===== src/core/csms_pkg.sv =====
package csms_pkg;
    // Stack bank select register layout
    localparam int          SEL_REG_WIDTH    = 4;
    localparam int          MODE_BIT_POS     = 3;
    localparam int          BANK_BIT_POS     = 0;
    localparam logic [3:0]  SEL_REG_RESET    = 4'h8;
    // Mode bit values
    localparam logic        MODE_COMPACT     = 1'b1;
    localparam logic        MODE_EXTENDED    = 1'b0;
    // Stack bytes pushed per call
    localparam logic [1:0]  PUSH_COMPACT     = 2'h2;
    localparam logic [1:0]  PUSH_EXTENDED    = 2'h3;
    // Machine cycles of the long and fast calls
    localparam logic [2:0]  LCALL_CYC_COMP   = 3'h3;
    localparam logic [2:0]  LCALL_CYC_EXT    = 3'h4;
    localparam logic [2:0]  FCALL_CYC_COMP   = 3'h2;
    localparam logic [2:0]  FCALL_CYC_EXT    = 3'h3;

    typedef enum logic [2:0] {
        CSMS_OP_OTHER   = 3'b000,
        CSMS_OP_LCALL   = 3'b001,
        CSMS_OP_FCALL   = 3'b010,
        CSMS_OP_ABR_EXT = 3'b011,
        CSMS_OP_ACALL_EXT = 3'b100
    } csms_op_e;
endpackage


===== src/core/csms_call_stack_mode_select.sv =====
// Behaviour
// - Mode bit one compact, zero extended
// - Reset sets mode bit, compact mode
// - Calls push two or three bytes
// - Call cycle counts depend on mode
// - Stack bank zero or one, both modes
// - Register written by 4-bit memory instruction
// - Extended calls only after register setup
`timescale 1ns/100ps
module csms_call_stack_mode_select (
    input  wire logic       clk,
    input  wire logic       arst_n,
    input  wire logic       sel_wr,
    input  wire logic [3:0] sel_wdata,
    output logic      [3:0] stack_bank_select,
    input  wire logic       op_valid,
    input  wire logic [2:0] op_code,
    output logic            extended_call_mode,
    output logic            stack_bank,
    output logic      [1:0] push_bytes,
    output logic      [2:0] exec_cycles,
    output logic            op_illegal,
    output logic            op_busy,
    output logic            op_done
);
    typedef struct packed {
        logic [3:0] sel_reg;
        logic       setup_done;
        logic [2:0] cyc_left;
        logic       done;
        logic       illegal;
        logic [1:0] push;
        logic [2:0] cycles;
    } csms_state_s;

    csms_state_s st;
    csms_state_s next_st;

    function automatic logic [2:0] call_cycles(input logic [2:0] op, input logic ext);
        if (op == 3'(csms_pkg::CSMS_OP_FCALL)) begin
            call_cycles = ext ? csms_pkg::FCALL_CYC_EXT : csms_pkg::FCALL_CYC_COMP;
        end else begin
            call_cycles = ext ? csms_pkg::LCALL_CYC_EXT : csms_pkg::LCALL_CYC_COMP;
        end
    endfunction

    logic ext_mode;
    logic is_call;
    logic is_abs;
    logic op_take;
    assign ext_mode = (st.sel_reg[csms_pkg::MODE_BIT_POS] == csms_pkg::MODE_EXTENDED);
    assign is_call  = op_code == 3'(csms_pkg::CSMS_OP_LCALL) || op_code == 3'(csms_pkg::CSMS_OP_FCALL)
                      || op_code == 3'(csms_pkg::CSMS_OP_ACALL_EXT);
    assign is_abs   = op_code == 3'(csms_pkg::CSMS_OP_ABR_EXT) || op_code == 3'(csms_pkg::CSMS_OP_ACALL_EXT);
    // Write has priority, so an op issued together with a write is dropped
    assign op_take  = op_valid && !sel_wr && !op_busy;

    always_comb begin
        next_st      = st;
        next_st.done = 1'b0;
        if (sel_wr && st.cyc_left == 3'h0) begin
            next_st.sel_reg    = sel_wdata;
            next_st.setup_done = 1'b1;
        end
        if (st.cyc_left != 3'h0) begin
            next_st.cyc_left = st.cyc_left - 3'h1;
            next_st.done     = (st.cyc_left == 3'h1);
        end else if (op_take) begin
            // Absolute-range ops are refused outside extended mode
            next_st.illegal = is_abs && !ext_mode;
            next_st.push    = 2'h0;
            next_st.cycles  = 3'h1;
            if (!(is_abs && !ext_mode) && is_call) begin
                next_st.push   = ext_mode ? csms_pkg::PUSH_EXTENDED : csms_pkg::PUSH_COMPACT;
                next_st.cycles = call_cycles(op_code, ext_mode);
            end
            next_st.cyc_left = next_st.cycles;
        end
    end

    always_ff @(posedge clk or negedge arst_n) begin
        if (!arst_n) begin
            st         <= '0;
            st.sel_reg <= csms_pkg::SEL_REG_RESET;
        end else begin
            st <= next_st;
        end
    end

    assign stack_bank_select  = st.sel_reg;
    assign extended_call_mode = ext_mode;
    assign stack_bank         = st.sel_reg[csms_pkg::BANK_BIT_POS];
    assign push_bytes         = st.push;
    assign exec_cycles        = st.cycles;
    assign op_illegal         = st.illegal;
    assign op_busy            = st.cyc_left != 3'h0;
    assign op_done            = st.done;
endmodule


===== config.mk =====
export PLATFORM = sky130hd
export DESIGN_NAME = csms_call_stack_mode_select
export DESIGN_NICKNAME = d
export VERILOG_FILES = /design/src/core/csms_pkg.sv /design/src/core/csms_call_stack_mode_select.sv
export SDC_FILE = /design/constraint.sdc
export NUM_CORES = 1
export LEC_CHECK = 0
export BUFFER_PORTS_ARGS = -buffer_cell sky130_fd_sc_hd__buf_2
export CAP_MARGIN = 20
export CORE_UTILIZATION = 48
export DETAILED_ROUTE_END_ITERATION = 10
export PLACE_DENSITY = 0.82
export SYNTH_ARGS = -nofsm -noshare
export SYNTH_HDL_FRONTEND = slang
export SYNTH_SLANG_ARGS = --single-unit

===== constraint.sdc =====
create_clock -name clk -period 1.85 [get_ports clk]
set_input_delay 0.185 -clock clk [delete_from_list [all_inputs] [get_ports clk]]
set_output_delay 0.185 -clock clk [all_outputs]
set_load 0.1 [all_outputs]

Word level (Yosys, flattened, before mapping)
Index checks and enable logic that the tools add are counted.

word-level totals
  register bits = 14
  input bits = 11
  output and inout bits = 14
  logic and storage cells = 37

cells by class
  add/subtract/negate cells = 1
  eq/ne operators = 5
  muxes and demuxes = 8
  bitwise operators = 2
  reductions and logical operators = 15

operator list
  operator                                                                count
  3-bit two-way mux                                                       4
  3-bit by 1-bit equality test with 1-bit output (second input constant)  2
  3-bit by 2-bit equality test with 1-bit output (second input constant)  2
  1-bit logical AND                                                       5
  5-bit two-way mux                                                       1
  3-bit equality test (second input constant)                             1
  1-bit logical NOT                                                       3
  3-bit logical NOT                                                       1
  1-bit logical OR                                                        3
  1-bit two-way mux                                                       3
  3-bit nonzero test                                                      1
  3-bit by 1-bit subtractor with 3-bit output (second input constant)     1
  1-bit NOT                                                               2
  2-bit AND reduction                                                     1
  2-bit nonzero test                                                      1

Longest topological paths before layout
Gate-level depths: netlist (run 1).

  depth after elaboration = 8
  gate-level depth with buffers = 8

Worst setup path before layout (run 1)
Ideal clock, no wire load.

  path type = flip-flop to flip-flop
  from = reg st (netlist bit stack_bank_select[3])
  to = reg st[8] in the netlist's numbering
  arrival time = 1812 ps
  required time = 1767 ps
  slack = -45 ps
  stages on the path, launching flop included = 5
  clock period less this slack = 1895 ps
  cell sequence = dfstp_2 > inv_1 > ha_1 > or3_1 > a22oi_2

on the way
  cells in the longest elaborated chain, start to end = 6
  elaborated cells on any way between the ends = 8
  classes of those cells = mux (5); reduce/logical (3)

ends and longest elaborated chain
  item                    line                               RTL
  from (decl)             csms_call_stack_mode_select.sv:36  csms_state_s st;
  from (signal assigned)  csms_call_stack_mode_select.sv:86  st <= next_st;
  1-bit logical AND       csms_call_stack_mode_select.sv:73  if (!(is_abs && !ext_mode) && is_call) begin
  1-bit logical NOT       csms_call_stack_mode_select.sv:73
  1-bit logical AND       csms_call_stack_mode_select.sv:73
  5-bit two-way mux *     csms_call_stack_mode_select.sv:73
  3-bit two-way mux *     csms_call_stack_mode_select.sv:68  end else if (op_take) begin
  3-bit two-way mux *     csms_call_stack_mode_select.sv:65  if (st.cyc_left != 3'h0) begin

Every way passes the cells marked *; elsewhere a longest branch is shown, timed or not. The select of a mux whose other input is x is not followed.
A chain may end at the register's enable or synchronous reset.

Worst setup path in the final report (run 1)
  from = reg st[8] in the netlist's numbering
  to = out op_busy

on the way
  cells in the longest elaborated chain, start to end = 1

ends and longest elaborated chain
  item                line                               RTL
  3-bit nonzero test  csms_call_stack_mode_select.sv:96  assign op_busy = st.cyc_left != 3'h0;
  to (decl)           csms_call_stack_mode_select.sv:23  output logic op_busy,

Every way passes these cells.

==> key figures, run 1 <==
Run status
  – Outcome: finished, final reports clean

Clock network
  – Worst-path clk slew: 0.08 ns
  – CTS sink cnt: 14
  – Htree depth: 1
  – CTS Buffer Depth: 2
  – CTS tree: done
  – TritonCTS Buffers: 3
  – Root Buffer Master: clkbuf_4
  – Worst-Skew Late Latency: ~0.27 ns
  – Post-CTS setup buffer count: 0

Synthesis
  – Top_reg_cell synth: dfrtp_1
  – Largest cells by area after synthesis: dfrtp_1 41%, buf_4 8.6%, ha_1 7.9%
  – Synth area leader: dfrtp_1
  – Avg Cell Area, Syn: 10.2 um^2
  – Yosys warning count: 0
  – Seq/Total Area, Yosys: 0.446
  – EDFF count, synth: 0
  – Cells after Synth: 77
  – Asr flop ratio synth: 1.00
  – Cell area after synthesis: 788 um^2
  – Most common cell in the netlist: dfrtp_1
  – Synth Net Count: 93
  – Synth unique cells: 28
  – Register bit count reported by yosys: 14
  – Area share of the largest cell type after synthesis: 0.413
  – Synth cell count leaders: 13 x dfrtp_1, 10 x nand2_1, 9 x buf_4

Floorplan
  – Die height: 42.5 um
  – Top Ports: 25
  – Initial core utilization: 0.517
  – Rows: 14
  – Die width: around 43 um
  – Core region area: 0.00152 mm^2
  – Die area: 0.00181 mm^2

Worst setup path
  – CP cell instances: inv_1 -> ha_1 -> nor2b_4 -> inv_2 -> clkbuf_4
  – Critical Path Max Stage Delay: 0.40 ns
  – Worst Reg-to-Reg Cells: 7
  – Worst EP required: roughly 1.7 ns
  – CP endpoint kind: primary output
  – CP max FO: 5
  – Reg-to-reg slack, setup: 0.23 ns
  – Largest delay share family, worst path: buffers and inverters
  – CP startpoint kind: flip-flop
  – Arr. time, crit path: 1.54 ns
  – Buf/Inv on CP: 3
  – Setup CP Type: flip-flop to primary output
  – R2R Path Start: st[8]
  – Crit Reg-Reg Endpoint: exec_cycles[0]
  – Slowest stage cell, crit path: dfrtp_1

Routing
  – First-pass iteration count of the detailed router: 4
  – Post-route DRC: 0
  – Via density: 5.33
  – Via count: 597
  – Final ANT Viol Nets: 0
  – Routed wire length: 1.38 mm
  – DRT iter0 DRCs: 8
  – WL/cell: around 12 um

STA
  – Peak Freq: approximately 580 MHz
  – Final max-slew violation count: 0
  – Final Hold Fails: 0
  – Worst-margin pin slew: 0.485 ns
  – Rel. slew slack: 0.679
  – Final hold slack: about 0.14 ns
  – Skew final: 0.00581 ns
  – Final setup violating endpoints: 0
  – Fin crit period: approximately 1.7 ns
  – Final worst-path cycle share: 0.932
  – RSZ-0062 raised after global routing: no

Global route
  – Vias in the first global route: 525
  – Largest net degree at the start of global routing: 15
  – Remaining Overflow, GRT: 0
  – First-pass GRT wire length: 2.23 mm
  – Total GRT Usage: 0.163
  – Initial antenna violation count: 0

Min path
  – Hold path endpoint: stack_bank_select[3]
  – Hold Path Origin: sel_wdata[3]
  – Cells on Worst Hold Path: 2
  – Hold WC Path Type: input port to flip-flop

Placed design
  – DP HPWL: between 1 and 1.5 mm
  – Port bufs: 24
  – Final Wtd Congestion: roughly 0.73
  – Placed Area: 856 um^2

Layout
  – Share of layout cells above drive strength 1: 0.406
  – Design area: 897 um^2
  – Area delta synth->final: 13.8%
  – Final nets: between 100 and 150
  – Fill cell count: roughly 130
  – Number of antenna repair diodes: 0

Job
  – Max-Cap Viols: 0
[worst max-delay path by stage]
stage                               from        endpoint  depth (start not counted)
floorplan           stack_bank_select[3]           st[8]                          4
finish                             st[8]         op_busy                          5
global placement                   st[7]  exec_cycles[0]                          7
global route                       st[8]         op_busy                          5
CTS                                st[8]         op_busy                          5
detailed placement                 st[7]  exec_cycles[0]                          7
[metal layers]
layer	GRT usage	part of all wire	vias to the layer above
met5	0	0	-
met4	0.0563	0.010	0
met3	0.0517	0.038	2
met2	0.268	0.51	18
met1	0.202	0.44	290
li1	-	-	287
[through the flow]
step	util	worst slack (ns)	TNS [ns]	cells
3_3_place_gp	0.562	0.262	0	107
2_1_floorplan	-	-0.0451	-0.0451	77
3_5_place_dp	0.562	0.160	0	107
5_1_grt	0.589	0.0389	0	112
6_report	0.589	0.125	0	112
4_1_cts	0.585	0.0415	0	112
[state kept, by name, indices dropped and copies added (netlist names)]
register and flops:
op_illegal 1, push_bytes 2, op_done 1, stack_bank_select 4
exec_cycles 3, st 3
[cells in the final DEF (no fill, tap or decap), drive strengths merged, types with 2 or more instances in the layout]
cell	instances
buf	23
dfrtp	13
nand2	10
o21ai	6
nor2	5
ha	5
inv	5
clkbuf	5
mux2	4
o31ai	3
a21oi	2
nor2b	2
nor3b	2
nor3	2
[layout make-up]
cell class | instances | area [um^2] | area share
timing repair buffer | 25 | 133 | 0.148
clock buffer | 4 | 26.3 | 0.0293
multi-input combinational | 48 | 348 | 0.388
tap | 16 | 20.0 | 0.0223
sequential | 14 | 352 | 0.392
inverter | 5 | 18.8 | 0.0209
[worst reg2reg max path, cell delays in order, from the launching register on]
cell and delay, ns:
dfrtp_1 0.40, inv_1 0.11, ha_1 0.20, nor2b_4 0.20, inv_2 0.08, or2_4 0.30
nor3_2 0.15, nor2_1 0.07
[kinds of logic (layout without fill, tap and decap cells)]
group | Yosys count | count (layout) | share of synthesized area
AOI/OAI and AO/OA | 13 | 13 | 0.121
adders and majority gates | 5 | 5 | 0.0794
buffers and inverters | 15 | 34 | 0.116
DFF | 14 | 14 | 0.446
muxes | 4 | 4 | 0.0571
and+or+nand+nor | 26 | 26 | 0.181
[repair_timing]
item                                    in CTS  in global routing
hold endpoints to repair                    13                  0
hold buffers                                 1                  0
resized for setup                            0                  2
endpoints found under the setup margin       0                  2
Power of run 1 is not shown: default switching activity piles up to over one toggle a cycle in this logic, so the estimate is an artifact.
==> run 2: changes to the inputs <==
--- a/config.mk
+++ b/config.mk
@@ -7,9 +7,10 @@
 export LEC_CHECK = 0
 export BUFFER_PORTS_ARGS = -buffer_cell sky130_fd_sc_hd__buf_2
 export CAP_MARGIN = 20
-export CORE_UTILIZATION = 48
+export CORE_UTILIZATION = 51
+export CTS_BUF_LIST = sky130_fd_sc_hd__clkbuf_8
 export DETAILED_ROUTE_END_ITERATION = 10
-export PLACE_DENSITY = 0.82
+export PLACE_DENSITY = 0.86
 export SYNTH_ARGS = -nofsm -noshare
 export SYNTH_HDL_FRONTEND = slang
 export SYNTH_SLANG_ARGS = --single-unit
==> run 2 against run 1 <==
First-iteration DRC count is 13% higher. Hold slack better by 0.030 ns. Global-route usage is 2.9 points higher. Critical endpoint is now exec_cycles[0]. Register-to-register slack worse by 0.05 ns. Highest routed layer unchanged. Maximum frequency is 3.3% higher. Largest cell class unchanged. Flip-flop and latch count stayed put. Worst setup slack better by 0.054 ns. Die area is 5.6% lower.
==> key figures, run 2 (synthesis results as in run 1) <==
Worst setup path
  – CP startpoint kind: flip-flop
  – Arr. time, crit path: 1.80 ns
  – Reg-to-reg slack, setup: 0.18 ns
  – Crit Reg-Reg Endpoint: exec_cycles[0]
  – R2R Path Start: st[7]
  – CP max FO: 10
  – Worst EP required: 1.98 ns
  – Setup CP Type: flip-flop to flip-flop
  – Setup crit end: exec_cycles[0]
  – Crit path from: st[7]
  – Worst Reg-to-Reg Cells: 7
  – CP endpoint kind: flip-flop

Global route
  – Vias in the first global route: 520
  – Largest net degree at the start of global routing: 15
  – Initial antenna violation count: 0
  – First-pass GRT wire length: about 2.0 mm
  – Remaining Overflow, GRT: 0
  – Total GRT Usage: 0.193

STA
  – RSZ-0062 raised after global routing: no
  – Final setup violating endpoints: 0
  – Final Hold Fails: 0
  – Rel. slew slack: 0.674
  – Final worst-path cycle share: 0.903
  – Final max-slew violation count: 0
  – Final hold slack: 0.172 ns
  – Worst-margin pin slew: 0.492 ns
  – Skew final: 0.000836 ns
  – Fin crit period: 1.67 ns
  – Peak Freq: 599 MHz

Clock network
  – Worst-path clk slew: 0.05 ns
  – CTS Buffer Depth: 2
  – TritonCTS Buffers: 3
  – Htree depth: 1
  – Root Buffer Master: clkbuf_8
  – Worst-Skew Late Latency: ~0.24 ns
  – CTS tree: done
  – CTS sink cnt: 14
  – Post-CTS setup buffer count: 0

Min path
  – Hold WC Path Type: input port to flip-flop
  – Cells on Worst Hold Path: 2

Routing
  – Post-route DRC: 0
  – Final ANT Viol Nets: 0
  – Routed wire length: 1.34 mm
  – Via count: 571
  – Via density: slightly above 5
  – First-pass iteration count of the detailed router: 4
  – DRT iter0 DRCs: 9
  – WL/cell: 12.0 um

Layout
  – Area occupied by multi-input gates: 345 um^2
  – Final nets: around 110
  – Share of layout cells above drive strength 1: 0.396
  – Final core utilization: 0.668
  – Area delta synth->final: 15.7%
  – Commonest non-fill, non-tap cells in the layout: 23 x buf_2, 13 x dfrtp_1, 10 x nand2_1
  – Number of antenna repair diodes: 0
  – Fill cell count: 112
  – Most common cell after layout, fill and taps aside: buf_2
  – Max reg flops: 4
  – Register area: 352 um^2

Floorplan
  – Initial core utilization: 0.577
  – Rows: 13
  – Core region area: 0.00137 mm^2
  – Die area: 0.00171 mm^2
  – Die height: around 41 um
  – Die width: around 41 um
  – Top Ports: 25

Placed design
  – Final Wtd Congestion: ~0.85
  – Port bufs: 24

Job
  – Max-Cap Viols: 0

Run status
  – Outcome: finished, final reports clean
[run 2: per-stage QoR]
step           cells  worst slack [ns]  TNS (ns)  cell area (um^2)
2_1_floorplan     77           -0.0451   -0.0451               788
3_3_place_gp     106             0.273         0               855
3_5_place_dp     106             0.176         0               855
4_1_cts          111            0.0804         0               910
5_1_grt          111            0.0215         0               912
6_report         111             0.180         0               912
[run 2: final cells by class]
| type | instances | share of cell area |
|---|---|---|
| clock buffer | 3 | 0.0453 |
| clock inverter | 1 | 0.00412 |
| sequential | 14 | 0.385 |
| inverter | 5 | 0.0206 |
| multi-input combinational | 48 | 0.379 |
| timing repair buffer | 25 | 0.145 |
| tap | 15 | 0.0206 |
[run 2: what timing repair did]
| action | 4_1_cts | 5_1_grt |
|---|---|---|
| hold buffers | 1 | 0 |
| gates resized for setup | 0 | 1 |
| setup endpoints to repair | 0 | 1 |
| hold endpoints to repair | 13 | 0 |
[run 2: worst max-delay path: stages, from the launching register on]
cell	delay, ns
dfrtp_1	0.38
inv_1	0.11
ha_1	0.20
nor2b_4	0.19
inv_2	0.08
or2_1	0.35
nor3_2	0.18
nor2_1	0.07
[run 2: metal layers]
metal  vias up  GRT usage  wire length, um
met5         -          0                0
met4         0     0.0484               19
met3         2     0.0957               97
met2        25      0.320              621
met1       257      0.220              599
li1        287          -                -
[run 2: how the worst min path moves through the flow]
| stage | from | to |
|---|---|---|
| after global routing | sel_wdata[1] | stack_bank_select[1] |
| after CTS | sel_wdata[1] | stack_bank_select[1] |
| final | sel_wdata[3] | stack_bank_select[3] |
| after detailed placement | arst_n | exec_cycles[2] |
| after global placement | arst_n | push_bytes[1] |
| after floorplan | arst_n | exec_cycles[0] |
Power of run 2 is left out for the same reason.
==> run 3: changes to the inputs <==
--- a/config.mk
+++ b/config.mk
@@ -10,6 +10,7 @@
 export CORE_UTILIZATION = 51
 export CTS_BUF_LIST = sky130_fd_sc_hd__clkbuf_8
 export DETAILED_ROUTE_END_ITERATION = 10
+export GPL_TIMING_DRIVEN = 0
 export PLACE_DENSITY = 0.86
 export SYNTH_ARGS = -nofsm -noshare
 export SYNTH_HDL_FRONTEND = slang
==> run 3 against run 2 <==
Critical path depth is 2 lower. Global-route usage is 1.3 points higher. Critical endpoint is now op_busy. Clock skew is 0.0040 ns higher. Worst setup slack worse by 0.071 ns.
==> key figures, run 3 (synthesis results as in run 1) <==
Layout
  – Commonest non-fill, non-tap cells in the layout: 25 x buf_2, 13 x dfrtp_1, 10 x nand2_1
  – Final nets: between 100 and 150
  – Area delta synth->final: 24.9%
  – Share of layout cells above drive strength 1: 0.462
  – Area occupied by multi-input gates: 348 um^2
  – Register area: 352 um^2
  – Final core utilization: 0.721
  – Max reg flops: 4
  – Fill cell count: 103
  – Number of antenna repair diodes: 0
  – Most common cell after layout, fill and taps aside: buf_2

Global route
  – First-pass GRT wire length: roughly 2.3 mm
  – Total GRT Usage: 0.205
  – Met2 usage: 0.340
  – Remaining Overflow, GRT: 0
  – Most crowded layer after global routing: met2
  – Met3 Track Usage GR: 0.0532
  – Initial antenna violation count: 0
  – Largest net degree at the start of global routing: 15
  – Vias in the first global route: 538
  – Met1 usage: 0.258

STA
  – Worst-margin pin slew: around 0.50 ns
  – Final Hold Fails: 0
  – Skew final: 0.00488 ns
  – Final max-slew violation count: 0
  – Peak Freq: 574 MHz
  – Fin worst setup slack: 0.109 ns
  – Final setup violating endpoints: 0
  – Rel. slew slack: 0.672
  – Final worst-path cycle share: 0.941
  – Fin crit period: about 1.7 ns
  – Final hold slack: 0.170 ns
  – Final setup TNS: 0 ns
  – RSZ-0062 raised after global routing: no

Worst setup path
  – Worst EP required: 1.66 ns
  – Setup CP Type: flip-flop to primary output
  – Arr. time, crit path: 1.56 ns
  – R2R Path Start: st[7]
  – Worst Reg-to-Reg Cells: 8
  – CP startpoint kind: flip-flop
  – Crit path from: st[7]
  – Worst path depth: 5
  – Slowest stage cell, crit path: buf_2
  – CP endpoint kind: primary output
  – Reg-to-reg slack, setup: 0.12 ns
  – Critical Path Max Stage Delay: 0.44 ns
  – Setup crit end: op_busy
  – Largest delay share family, worst path: buffers and inverters
  – CP cell instances: inv_1 -> ha_2 -> nor2b_4 -> inv_2 -> buf_2
  – Buf/Inv on CP: 3
  – Crit Reg-Reg Endpoint: exec_cycles[0]
  – CP max FO: 5

Routing
  – DRT iter0 DRCs: 8
  – Post-route DRC: 0
  – WL/cell: 10.9 um
  – Via density: 4.93
  – Via count: 596
  – Routed wire length: 1.32 mm
  – Final ANT Viol Nets: 0
  – First-pass iteration count of the detailed router: 4

Run status
  – Outcome: finished, final reports clean

Floorplan
  – Top Ports: 25
  – Core region area: about 0.0014 mm^2
  – Die height: 41.3 um
  – Die width: 41.3 um
  – Initial core utilization: 0.577
  – Die area: 0.00171 mm^2
  – Rows: 13

Clock network
  – Worst-Skew Late Latency: about 0.24 ns
  – Htree depth: 1
  – CTS tree: done
  – CTS Buffer Depth: 2
  – Post-CTS setup buffer count: 0
  – Root Buffer Master: clkbuf_8
  – Worst-path clk slew: roughly 0.06 ns
  – TritonCTS Buffers: 3
  – CTS sink cnt: 14

Job
  – Max-Cap Viols: 0

Placed design
  – DP HPWL: 1.02 mm
  – Final Wtd Congestion: 0.756
  – Port bufs: 24
  – Pre-CTS setup slack: 0.162 ns

Min path
  – Hold WC Path Type: input port to flip-flop
run 3: worst min-delay path by stage:
stage / startpoint / depth (start not counted) / end
floorplan: arst_n / 0 / exec_cycles[0]
global placement: arst_n / 1 / push_bytes[1]
detailed placement: arst_n / 1 / push_bytes[1]
CTS: sel_wdata[3] / 2 / stack_bank_select[3]
global route: sel_wdata[3] / 2 / stack_bank_select[3]
finish: sel_wdata[1] / 2 / stack_bank_select[1]
run 3: layer usage:
layer	part of all wire	vias to the layer above
met4	0.012	0
met1	0.44	264
li1	-	307
met5	0	-
met2	0.49	21
met3	0.052	4
run 3: stage by stage:
stage | area [um^2] | instances
floorplan | 788 | 77
global placement | 927 | 116
detailed placement | 927 | 116
CTS | 982 | 121
global route | 985 | 121
finish | 985 | 121
run 3: area by class of cell:
type / instances / share of cell area
Tap cell: 15 / 0.0191
Timing Repair Buffer: 25 / 0.132
Buffer: 10 / 0.0737
Sequential cell: 14 / 0.357
Clock inverter: 1 / 0.00381
Multi-Input combinational cell: 48 / 0.353
Clock buffer: 3 / 0.0419
Inverter: 5 / 0.0191
run 3: what timing repair did:
item	4_1_cts	5_1_grt
gates resized for setup	0	1
setup endpoints to repair	0	2
endpoints found under the hold margin	13	0
hold buffers	1	0
Power of run 3 is left out for the same reason.
